## src/hw/pdcs_pkg.sv

```systemverilog
// constants, field layout and helpers for the device control and status registers
package pdcs_pkg;

    // register offsets inside the express capability
    localparam logic [7:0] PDCS_CTRL_OFFSET = 8'h08;
    localparam logic [7:0] PDCS_STAT_OFFSET = 8'h0a;

    // control register field positions
    localparam int PDCS_FLR_BIT = 15;
    localparam int PDCS_RRS_LSB = 12;
    localparam int PDCS_NS_BIT = 11;
    localparam int PDCS_AUX_BIT = 10;
    localparam int PDCS_PH_BIT = 9;
    localparam int PDCS_ET_BIT = 8;
    localparam int PDCS_MPS_LSB = 5;
    localparam int PDCS_RO_BIT = 4;
    localparam int PDCS_ERREN_LSB = 0;

    // status register field positions
    localparam int PDCS_TP_BIT = 5;
    localparam int PDCS_AUXD_BIT = 4;
    localparam int PDCS_ERR_LSB = 0;

    // error vector bit order
    localparam int PDCS_ERR_UR = 3;
    localparam int PDCS_ERR_FATAL = 2;
    localparam int PDCS_ERR_NONFATAL = 1;
    localparam int PDCS_ERR_CORR = 0;

    // values after reset
    localparam logic [2:0] PDCS_RRS_RST = 3'h2;
    localparam logic [2:0] PDCS_MPS_RST = 3'h0;
    localparam logic PDCS_NS_RST = 1'h0;
    localparam logic PDCS_AUX_RST = 1'h0;
    localparam logic PDCS_RO_RST = 1'h1;
    localparam logic [3:0] PDCS_ERREN_RST = 4'h0;

    // legal code limits
    localparam logic [2:0] PDCS_RRS_MAX_CODE = 3'h5;
    localparam logic [2:0] PDCS_MPS_SUPPORTED = 3'h2;

    // widths and counts
    localparam int PDCS_LEN_W = 13;
    localparam int PDCS_TAG_W = 5;
    localparam int PDCS_NP_W = 6;
    localparam logic [5:0] PDCS_NP_MAX = 6'h20;

    // size code to bytes: 000 is 128, each step doubles
    function automatic logic [12:0] pdcs_size_bytes(input logic [2:0] code);
        pdcs_size_bytes = 13'h0080 << code;
    endfunction

endpackage

```

## src/hw/pdcs_dev_ctrl_status.sv

```systemverilog
// device control and device status registers with request attribute and size checks
//
// Overview of operation
// - function reset initiate bit always reads zero and triggers nothing.
// - read request size field resets to 010; reserved codes 110 and 111.
// - writable no-snoop enable marks granted requests that ask for it as not needing snoop.
// - aux power enable is writable and sticky across function reset.
// - phantom functions enable always zero whatever is written.
// - extended tag enable always zero; outgoing tags use five bits only.
// - payload size field resets to 000; writes limited by supported size.
// - no transmitted payload beyond the limit; received TLPs accepted up to it.
// - relaxed ordering enable resets to one and gates relaxed attribute.
// - bits 3..0 are error reporting enables, each resetting to zero.
// - pending flag set while a non-posted request is outstanding.
// - aux detected reads one when aux enable set and aux power sensed.
// - unsupported request flag set when enabled and such a request seen.
// - fatal error flag set when enabled and a fatal error seen.
// - non-fatal error flag set when enabled and a non-fatal error seen.
// - correctable error flag set when enabled and a correctable error seen.
// - writing one to a set error flag clears it.
`timescale 1ns/10ps
`default_nettype none
module pdcs_dev_ctrl_status
    import pdcs_pkg::*;
(
    input wire logic clk,
    input wire logic rst,
    input wire logic funcReset,
    input wire logic cfgWrEn,
    input wire logic cfgRdEn,
    input wire logic [7:0] cfgAddr,
    input wire logic [1:0] cfgByteEn,
    input wire logic [15:0] cfgWrData,
    output logic cfgRdValid,
    output logic [15:0] cfgRdData,
    output logic [2:0] readReqLimitCode,
    output logic [2:0] payloadLimitCode,
    output logic noSnoopEn,
    output logic relaxedOrderEn,
    output logic auxPmEn,
    output logic [3:0] errReportEn,
    input wire logic txReqValid,
    input wire logic txReqRead,
    input wire logic txReqNonPosted,
    input wire logic [12:0] txReqLen,
    input wire logic txReqWantRo,
    input wire logic txReqWantNs,
    input wire logic [7:0] txReqTag,
    output logic txGrant,
    output logic txRefuse,
    output logic txAttrRo,
    output logic txAttrNs,
    output logic [7:0] txTag,
    input wire logic rxTlpValid,
    input wire logic [12:0] rxTlpLen,
    output logic rxAccept,
    output logic rxOversize,
    input wire logic npComplete,
    input wire logic npTimeout,
    output logic transPending,
    input wire logic auxPowerSense,
    input wire logic urEvent,
    input wire logic fatalEvent,
    input wire logic nonFatalEvent,
    input wire logic corrEvent,
    output logic [3:0] errMsgReq
);

    logic [2:0] readReqLimit_ff;
    logic [2:0] payloadLimit_ff;
    logic noSnoop_ff;
    logic relaxedOrder_ff;
    logic auxPmEn_ff;
    logic [3:0] errEn_ff;
    logic [3:0] errFlag_ff;
    logic [3:0] nxt_errFlag;
    logic auxDet_ff;
    logic cfgRdValid_ff;
    logic [15:0] cfgRdData_ff;
    logic txGrant_ff;
    logic txRefuse_ff;
    logic txAttrRo_ff;
    logic txAttrNs_ff;
    logic [7:0] txTag_ff;
    logic npIssue_ff;
    logic rxAccept_ff;
    logic rxOversize_ff;
    logic [3:0] errMsgReq_ff;
    logic npPending;
    logic npFull;

    // address decode
    wire logic ctrlHit = (cfgAddr == PDCS_CTRL_OFFSET);
    wire logic statHit = (cfgAddr == PDCS_STAT_OFFSET);
    wire logic ctrlWrHi = cfgWrEn && ctrlHit && cfgByteEn[1];
    wire logic ctrlWrLo = cfgWrEn && ctrlHit && cfgByteEn[0];
    wire logic statWrLo = cfgWrEn && statHit && cfgByteEn[0];

    // field write qualification; illegal codes leave the field as it was
    wire logic [2:0] wrRrs = cfgWrData[PDCS_RRS_LSB+2:PDCS_RRS_LSB];
    wire logic [2:0] wrMps = cfgWrData[PDCS_MPS_LSB+2:PDCS_MPS_LSB];
    wire logic rrsWrOk = ctrlWrHi && (wrRrs <= PDCS_RRS_MAX_CODE);
    wire logic mpsWrOk = ctrlWrLo && (wrMps <= PDCS_MPS_SUPPORTED);

    // non-sticky control fields; function reset returns them to reset values
    always_ff @(posedge clk or posedge rst)
    begin
        if (rst)
        begin
            readReqLimit_ff <= PDCS_RRS_RST;
            payloadLimit_ff <= PDCS_MPS_RST;
            noSnoop_ff <= PDCS_NS_RST;
            relaxedOrder_ff <= PDCS_RO_RST;
            errEn_ff <= PDCS_ERREN_RST;
        end
        else if (funcReset)
        begin
            readReqLimit_ff <= PDCS_RRS_RST;
            payloadLimit_ff <= PDCS_MPS_RST;
            noSnoop_ff <= PDCS_NS_RST;
            relaxedOrder_ff <= PDCS_RO_RST;
            errEn_ff <= PDCS_ERREN_RST;
        end
        else
        begin
            if (rrsWrOk)
                readReqLimit_ff <= wrRrs;
            if (mpsWrOk)
                payloadLimit_ff <= wrMps;
            if (ctrlWrHi)
                noSnoop_ff <= cfgWrData[PDCS_NS_BIT];
            if (ctrlWrLo)
            begin
                relaxedOrder_ff <= cfgWrData[PDCS_RO_BIT];
                errEn_ff <= cfgWrData[PDCS_ERREN_LSB+3:PDCS_ERREN_LSB];
            end
        end
    end

    // sticky bit: only the full reset clears it, function reset does not
    always_ff @(posedge clk or posedge rst)
    begin
        if (rst)
            auxPmEn_ff <= PDCS_AUX_RST;
        else if (ctrlWrHi)
            auxPmEn_ff <= cfgWrData[PDCS_AUX_BIT];
    end

    // error flags: set wins over a clearing write in the same cycle
    wire logic [3:0] errEvent = {urEvent, fatalEvent, nonFatalEvent, corrEvent};
    wire logic [3:0] errSet = errEvent & errEn_ff;
    wire logic [3:0] errClr = statWrLo ? cfgWrData[PDCS_ERR_LSB+3:PDCS_ERR_LSB] : 4'h0;
    assign nxt_errFlag = (errFlag_ff & ~errClr) | errSet;

    always_ff @(posedge clk or posedge rst)
    begin
        if (rst)
        begin
            errFlag_ff <= 4'h0;
            errMsgReq_ff <= 4'h0;
            auxDet_ff <= 1'h0;
        end
        else
        begin
            errFlag_ff <= nxt_errFlag;
            errMsgReq_ff <= errSet;
            auxDet_ff <= auxPmEn_ff && auxPowerSense;
        end
    end

    // register views; fixed and reserved bits read as zero
    wire logic [15:0] ctrlView = {1'h0, readReqLimit_ff, noSnoop_ff, auxPmEn_ff, 1'h0, 1'h0,
                                  payloadLimit_ff, relaxedOrder_ff, errEn_ff};
    wire logic [15:0] statView = {10'h000, npPending, auxDet_ff, errFlag_ff};
    wire logic [15:0] rdMux = ctrlHit ? ctrlView : (statHit ? statView : 16'h0000);

    // read data held in a register, valid one cycle after the request
    always_ff @(posedge clk or posedge rst)
    begin
        if (rst)
        begin
            cfgRdValid_ff <= 1'h0;
            cfgRdData_ff <= 16'h0000;
        end
        else
        begin
            cfgRdValid_ff <= cfgRdEn;
            if (cfgRdEn)
                cfgRdData_ff <= rdMux;
        end
    end

    // outgoing request check against the configured sizes
    wire logic npReq = txReqRead || txReqNonPosted;
    wire logic [12:0] txLimit = txReqRead ? pdcs_size_bytes(readReqLimit_ff) : pdcs_size_bytes(payloadLimit_ff);
    wire logic txLenOk = (txReqLen <= txLimit);
    wire logic txOk = txLenOk && !(npReq && npFull);
    wire logic [12:0] rxLimit = pdcs_size_bytes(payloadLimit_ff);

    // grant carries attributes only as far as the enables allow
    always_ff @(posedge clk or posedge rst)
    begin
        if (rst)
        begin
            txGrant_ff <= 1'h0;
            txRefuse_ff <= 1'h0;
            txAttrRo_ff <= 1'h0;
            txAttrNs_ff <= 1'h0;
            txTag_ff <= 8'h00;
            npIssue_ff <= 1'h0;
        end
        else
        begin
            txGrant_ff <= txReqValid && txOk;
            txRefuse_ff <= txReqValid && !txOk;
            txAttrRo_ff <= txReqValid && txOk && txReqWantRo && relaxedOrder_ff;
            txAttrNs_ff <= txReqValid && txOk && txReqWantNs && noSnoop_ff;
            txTag_ff <= {3'h0, txReqTag[PDCS_TAG_W-1:0]};
            npIssue_ff <= txReqValid && txOk && npReq;
        end
    end

    // receive side size check
    always_ff @(posedge clk or posedge rst)
    begin
        if (rst)
        begin
            rxAccept_ff <= 1'h0;
            rxOversize_ff <= 1'h0;
        end
        else
        begin
            rxAccept_ff <= rxTlpValid && (rxTlpLen <= rxLimit);
            rxOversize_ff <= rxTlpValid && (rxTlpLen > rxLimit);
        end
    end

    // outstanding non-posted tracking; completion and timeout both retire
    pdcs_np_tracker u_np (
        .clk(clk),
        .rst(rst),
        .clear(funcReset),
        .issue(npIssue_ff),
        .retire(npComplete || npTimeout),
        .outstanding(),
        .pending(npPending),
        .full(npFull)
    );

    assign cfgRdValid = cfgRdValid_ff;
    assign cfgRdData = cfgRdData_ff;
    assign readReqLimitCode = readReqLimit_ff;
    assign payloadLimitCode = payloadLimit_ff;
    assign noSnoopEn = noSnoop_ff;
    assign relaxedOrderEn = relaxedOrder_ff;
    assign auxPmEn = auxPmEn_ff;
    assign errReportEn = errEn_ff;
    assign txGrant = txGrant_ff;
    assign txRefuse = txRefuse_ff;
    assign txAttrRo = txAttrRo_ff;
    assign txAttrNs = txAttrNs_ff;
    assign txTag = txTag_ff;
    assign rxAccept = rxAccept_ff;
    assign rxOversize = rxOversize_ff;
    assign transPending = npPending;
    assign errMsgReq = errMsgReq_ff;
endmodule
`default_nettype wire

```

## src/hw/pdcs_np_tracker.sv

```systemverilog
// counter of outstanding non-posted requests and the pending flag
`timescale 1ns/10ps
`default_nettype none
module pdcs_np_tracker
    import pdcs_pkg::*;
(
    input wire logic clk,
    input wire logic rst,
    input wire logic clear,
    input wire logic issue,
    input wire logic retire,
    output logic [5:0] outstanding,
    output logic pending,
    output logic full
);

    logic [5:0] count_ff;
    logic [5:0] nxt_count;
    logic pending_ff;
    logic full_ff;
    wire logic doIssue;
    wire logic doRetire;

    // retire with nothing outstanding is ignored, issue when full is refused
    assign doIssue = issue && (count_ff != PDCS_NP_MAX);
    assign doRetire = retire && (count_ff != 6'h00);
    assign nxt_count = clear ? 6'h00 :
                       (doIssue && !doRetire) ? count_ff + 6'h01 :
                       (!doIssue && doRetire) ? count_ff - 6'h01 : count_ff;

    // flag follows the count in the same edge, so it never lags a completion
    always_ff @(posedge clk or posedge rst)
    begin
        if (rst)
        begin
            count_ff <= 6'h00;
            pending_ff <= 1'h0;
            full_ff <= 1'h0;
        end
        else
        begin
            count_ff <= nxt_count;
            pending_ff <= (nxt_count != 6'h00);
            full_ff <= (nxt_count == PDCS_NP_MAX);
        end
    end

    assign outstanding = count_ff;
    assign pending = pending_ff;
    assign full = full_ff;
endmodule
`default_nettype wire

```

## config.mk

```make
export PLATFORM = sky130hd
export DESIGN_NAME = pdcs_dev_ctrl_status
export DESIGN_NICKNAME = d
export VERILOG_FILES = /design/src/hw/pdcs_pkg.sv /design/src/hw/pdcs_dev_ctrl_status.sv /design/src/hw/pdcs_np_tracker.sv
export SDC_FILE = /design/constraint.sdc
export NUM_CORES = 1
export LEC_CHECK = 0
export BUFFER_PORTS_ARGS = -buffer_cell sky130_fd_sc_hd__buf_2
export CORE_MARGIN = 1
export CORE_UTILIZATION = 44
export DETAILED_ROUTE_END_ITERATION = 8
export PLACE_DENSITY = 0.88
export SETUP_SLACK_MARGIN = 0.2
export SLEW_MARGIN = 10
export SYNTH_ARGS = -nofsm -noshare
export SYNTH_HDL_FRONTEND = slang
export SYNTH_SLANG_ARGS = --single-unit
```

## constraint.sdc

```tcl
create_clock -name clk -period 2.2 [get_ports clk]
set_clock_uncertainty 0.05 [all_clocks]
set_input_delay 0.11 -clock clk [delete_from_list [all_inputs] [get_ports clk]]
set_output_delay 0.11 -clock clk [all_outputs]
set_load 0.02 [all_outputs]
```

### Word level (Yosys, flattened, before mapping)

Cells that the tools add are included.
Widths: inputs -> output; s select.

| word-level totals | value |
|---|---|
| register bits after elaboration | 59 |
| bits in latches | 0 |
| RAM bits | 0 |
| bits in read-only memories | 0 |
| output and inout port bits | 49 |
| word-level logic and storage cells | 91 |
| memories kept | 0 |

| cells by class | value |
|---|---|
| $add $sub $neg | 2 |
| $mul | 0 |
| div/mod/pow operators | 0 |
| $lt $le $gt $ge | 5 |
| equality and inequality tests | 4 |
| shifts and indexed selects | 2 |
| muxes and demuxes | 17 |
| bitwise gates (word level) | 4 |
| reductions and logical operators | 35 |

Operators with widths:

| kind | number |
|---|---|
| $le 13x13->1 | 2 |
| $shl 8x3->13 const A | 2 |
| $mux 6 | 4 |
| $logic_and 1x1->1 | 23 |
| $eq 8x4->1 const B | 2 |
| $mux 15 | 1 |
| $gt 13x13->1 | 1 |
| $mux 13 | 1 |
| $mux 3 | 4 |
| $mux 4 | 3 |
| $reduce_bool 6->1 | 2 |
| $and 4x4->4 | 2 |
| $reduce_bool 2->1 | 4 |
| $add 6x1->6 const B | 1 |
| $eq 6x6->1 const B | 1 |
| $ne 6x6->1 const B | 1 |
| $sub 6x1->6 const B | 1 |
| $logic_not 1->1 | 4 |
| $mux 1 | 4 |
| $not 4->4 | 1 |
| $or 4x4->4 | 1 |
| $le 3x2->1 const B | 1 |
| $le 3x3->1 const B | 1 |
| $logic_or 1x1->1 | 2 |

### Longest topological paths before layout

| logic depth | value |
|---|---|
| word-level depth | 8 |
| mapped depth | 10 |

### Cells and area by module

Synthesis repeated with hierarchy kept, for this count alone.

| unflattened totals | value |
|---|---|
| cells, all modules | 302 |
| area, all modules | 3150.5 sq um |

Modules (own cells, without submodules):

| module | times used | cells each | area an instance (sq um) | sequential area each (sq um) |
|---|---|---|---|---|
| pdcs_dev_ctrl_status | 1 | 208 | 2326.0 | 1203.7 |
| pdcs_np_tracker | 1 | 94 | 824.5 | 200.2 |

### Worst setup path after synthesis

Ideal clock, no wire load.

| path | value |
|---|---|
| path kind | register to register |
| start point | register payloadLimit_ff[2], in the netlist payloadLimitCode[2] |
| end point | register txAttrNs_ff, in the netlist txAttrNs |
| setup time | 105 ps |
| arrival | 2198 ps |
| data required time | 2045 ps |
| setup slack | -154 ps |
| stages on the path, launching flop included | 10 |
| buffers on the path | 0 |
| clock period less this slack | 2354 ps |
| cells stage by stage | dfrtp_1 > or3_1 > nor2_1 > a21oi_1 > ha_1 > o21a_1 > o21a_1 > o2111ai_1 > a21oi_1 > nor4b_1 |

| between the ends | value |
|---|---|
| word-level cells in the longest chain between the ends | 7 |

Ends and longest elaborated chain:

| item | line | RTL |
|---|---|---|
| start, declared | pdcs_dev_ctrl_status.sv:70 | `logic [2:0] payloadLimit_ff;` |
| start signal, assigned | pdcs_dev_ctrl_status.sv:129 | `payloadLimit_ff <= wrMps;` |
| $shl 8x3->13 | pdcs_pkg.sv:50 | `pdcs_size_bytes = 13'h0080 << code;` |
| $mux 13 | pdcs_dev_ctrl_status.sv:195 | `wire logic [12:0] txLimit = txReqRead ? pdcs_size_bytes(readReqLimit_ff) : pdcs_size_bytes(payloadLimit_ff);` |
| $le 13x13->1 | pdcs_dev_ctrl_status.sv:196 | `wire logic txLenOk = (txReqLen <= txLimit);` |
| $logic_and 1x1->1 | pdcs_dev_ctrl_status.sv:197 | `wire logic txOk = txLenOk && !(npReq && npFull);` |
| $logic_and 1x1->1 (3 in a row) | pdcs_dev_ctrl_status.sv:217 | `txAttrNs_ff <= txReqValid && txOk && txReqWantNs && noSnoop_ff;` |
| end signal, assigned | pdcs_dev_ctrl_status.sv:217 |  |
| end, declared | pdcs_dev_ctrl_status.sv:83 | `logic txAttrNs_ff;` |

No other way between the ends.
A chain may end at the register's enable or synchronous reset.

### Worst setup path after layout

| path | value |
|---|---|
| start point | register payloadLimit_ff[2], in the netlist payloadLimitCode[2] |
| end point | register npIssue_ff |

| between the ends | value |
|---|---|
| word-level cells in the longest chain between the ends | 6 |

Ends and longest elaborated chain:

| item | line | RTL |
|---|---|---|
| $shl 8x3->13 | pdcs_pkg.sv:50 |  |
| $mux 13 | pdcs_dev_ctrl_status.sv:195 |  |
| $le 13x13->1 | pdcs_dev_ctrl_status.sv:196 |  |
| $logic_and 1x1->1 | pdcs_dev_ctrl_status.sv:197 |  |
| $logic_and 1x1->1 (2 in a row) | pdcs_dev_ctrl_status.sv:219 | `npIssue_ff <= txReqValid && txOk && npReq;` |
| end signal, assigned | pdcs_dev_ctrl_status.sv:219 |  |
| end, declared | pdcs_dev_ctrl_status.sv:85 | `logic npIssue_ff;` |

No other way between the ends.

==> results.yml <==
global_route:
  gr-total-overflow: 0
  first_global_vias: 3016
  antenna_found_initial: 0
  grt_pass1_wl_mm: 14.0
  grt_max_degree: 30
  grtUsageTotal: 0.242
clocking:
  clk_latency_ns: 0.31
  tritoncts: "done"
  cts_sinks: 56
  cts_made_buffers: 5
  htreeDepth: 2
  clockBufferDepth: 2
  root_buffer: "clkbuf_8"
  clk_pin_slew_worst_paths_ns: 0.11
yosys:
  postSynthAreaPerCell_um2: 9.77
  synthCells: 316
  synthesis.area_um2: 3090
  yosys_register_bits: 56
  async_flop_share: 1.00
  synth_top_area_frac: 0.438
  synthDistinctLibCells: 63
  synth_top_area_cell: "dfrtp_1"
  synthTopCellsByArea: "dfrtp_1 44%, ha_1 6.1%, nor2_1 4.1%, a21oi_1 2.9%, nand2_1 2.2%"
  yosysWarnings: 0
  seq_area_frac_synth: 0.455
  synth_edf_count: 0
  ys.flop_type: "dfrtp_1"
critical_path:
  path_class: "reg2reg"
  crit_path_end_kind: "register"
  path_buf_inv: 0
  crit_top_cell: "o21a_1"
  start_kind: "register"
  required_ns: 2.36
  path_max_fanout: 5
  reg2reg_setup_slack_ns: -0.16
  slowest_stage: "dfrtp_2"
  max_stage_delay_ns: 0.44
  critical-path-top-delay-family: "compound AO/OA/AOI/OAI gates"
  crit_arrival_ns: 2.52
  path_cells: "or3_4, nor2_1, a21oi_1, ha_1, o21a_1, o21a_1, o2111ai_2, a21oi_4, nor4b_2"
routing:
  drc: 0
  via_per_inst: 5.52
  vias: 3105
  drt_pass1_iterations: 5
  wl_mm: 8.89
  drt_iter0_drc: 231
  wl_per_cell_um: 15.8
  ant_nets: 0
final_layout:
  multiInputGateArea_um2: 1680
  areaGrowthSynthToFinish_pct: 41.9
  stdcell_count: 563
  final_area_um2: 4380
  nNetsFinal: 559
  fillerInstances: 502
  drive_gt1_frac: 0.428
  antenna_cells: 0
  register_area_um2: 1410
die:
  dieArea_um2: 7360
  io-pin-count: 127
  die_x_um: 85.8
  die_h_um: 85.8
  rows: 30
  core-area_um2: 6790
  start_util: 0.455
placed_design:
  gp_congestion: 0.914
  placed_cell_area_um2: 3910
  hpwl_mm: 6.24
  dpl.cell_count: 533
  portBuffers: 114
  preCtsSetupSlack_ns: -0.135
sta:
  slew_headroom: 0.580
  final.setup.tns_ns: -0.885
  finalCritPeriodShare: 1.07
  setup_viol_count_final: 8
  slew_viol_final: 0
  finalWorstSetupSlack_ns: -0.160
  hold_violations: 0
  clock.fmax_mhz: 424
  fin_crit_ns: 2.36
  tightestPinTransition_ns: 0.626
  grt_setup_unrepaired: "yes"
pwr:
  leakagePower_nw: 2.07
  vdd_drop_max_v: 0.000363
  powerDensity_nw_per_um2: 734
run_status:
  outcome: "finished, violations left"
  violations: "setup timing"
min_path:
  hold_class: "in2reg"
flow_run:
  maxCapViolations: 0
==> kinds of logic after synthesis <==
logic type      Yosys count  share of synthesized area
simple gates            123                      0.219
compound gates           72                      0.161
flops                    56                      0.455
buf+inv                  40                     0.0741
fa+ha+maj                15                     0.0608
mux                       7                     0.0231
xor+xnor                  2                    0.00567
other cells               1                    0.00121
==> placed cells by master, fill, tap and decap left out, types with 4 or more instances in the layout <==
cell type and n:
and2_1 6, nand2_1 18, a21o_1 6, a21oi_1 13
o21a_1 6, nor3b_1 4, a21oi_2 4, clkbuf_8 5
buf_4 29, conb_1 6, dlygate4sd3_1 15, buf_2 114
ha_1 13, o21ai_0 10, mux2i_1 6, nor4_1 6
nand4_1 4, nor4b_2 4, a22oi_1 6, nor2_1 33
buf_6 4, nand3_1 12, dfrtp_1 51, nor3_1 11
inv_1 12
==> routing by layer <==
metal / vias up / global-route usage / share of wire
met5: - / 0 / 0
met4: 0 / 0.0970 / 0.034
met3: 29 / 0.0520 / 0.063
met2: 149 / 0.441 / 0.52
met1: 1496 / 0.277 / 0.38
li1: 1431 / - / -
==> worst paths after layout <==
check / startpoint / to / cells after the start
min in group asynchronous: rst / txTag[4]$_DFF_PP0_ / 3
setup / recovery: payloadLimitCode[2]$_DFFE_PP0P_ / npIssue_ff$_DFF_PP0_ / 9
max in group asynchronous: rst / cfgRdData[4]$_DFFE_PP0P_ / 4
hold reg to reg: u_np.full$_DFF_PP0_ / npIssue_ff$_DFF_PP0_ / 1
hold / removal: cfgWrData[3] / errReportEn[3]$_DFFE_PP0P_ / 3
setup reg to reg: payloadLimitCode[2]$_DFFE_PP0P_ / npIssue_ff$_DFF_PP0_ / 9
==> Yosys cell counts, types with 3 or more instances <==
master	instances
nor2b_1	3
o211ai_1	3
nand3b_1	3
nor3_1	12
nor2_1	34
nor3b_1	4
and2_1	6
buf_1	3
nand4_1	4
mux2i_1	6
clkbuf_1	10
ha_1	15
a21o_1	6
a22oi_1	6
a21oi_1	18
o21ai_0	12
o2111ai_1	3
inv_1	15
nor4b_1	5
buf_4	6
o21a_1	6
nand2_1	18
nand3_1	12
dfrtp_1	54
nor4_1	7
==> flip-flops by register name, indices dropped and copies added (netlist names), 3 cells and up <==
register	count
payloadLimitCode	3
errFlag_ff	4
txTag	5
errReportEn	4
readReqLimitCode	3
u_np.outstanding	6
cfgRdData	13
errMsgReq	4
==> layout make-up <==
class | instances | area share
Clock buffer | 5 | 0.0157
Clock inverter | 3 | 0.0106
Inverter | 15 | 0.0128
Multi-Input combinational cell | 225 | 0.383
Sequential cell | 56 | 0.321
Tap cell | 96 | 0.0274
Timing Repair Buffer | 163 | 0.229
==> power breakdown <==
group | internal [mW] | total [mW] | leakage [nW] | switching [mW]
registers | 1.10 | 1.16 | 0.736 | 0.0625
logic | 0.691 | 1.37 | 1.28 | 0.680
clock network | 0.343 | 0.687 | 0.0548 | 0.344
==> worst min-delay path: stages <==
cell and delay (ns):
buf_2 0.09, mux2i_1 0.06, nor2_1 0.08
==> per-stage QoR <==
stage	power, mW	util	hold WS [ns]
5_1_grt	3.38	0.645	0.0104
6_report	3.22	0.645	0.0143
3_5_place_dp	2.26	0.576	0.164
3_3_place_gp	2.21	0.576	0.146
2_1_floorplan	1.92	-	0.0914
4_1_cts	3.07	0.629	0.00902
==> repair_timing <==
action                                 CTS  global route
resized for setup                       16            14
endpoints found under the hold margin   38             2
hold buffers                            13             2
buffers inserted                         3             4
setup endpoints to repair               12            14
pin swaps                                9            10
(Power assumes the default switching activity.)
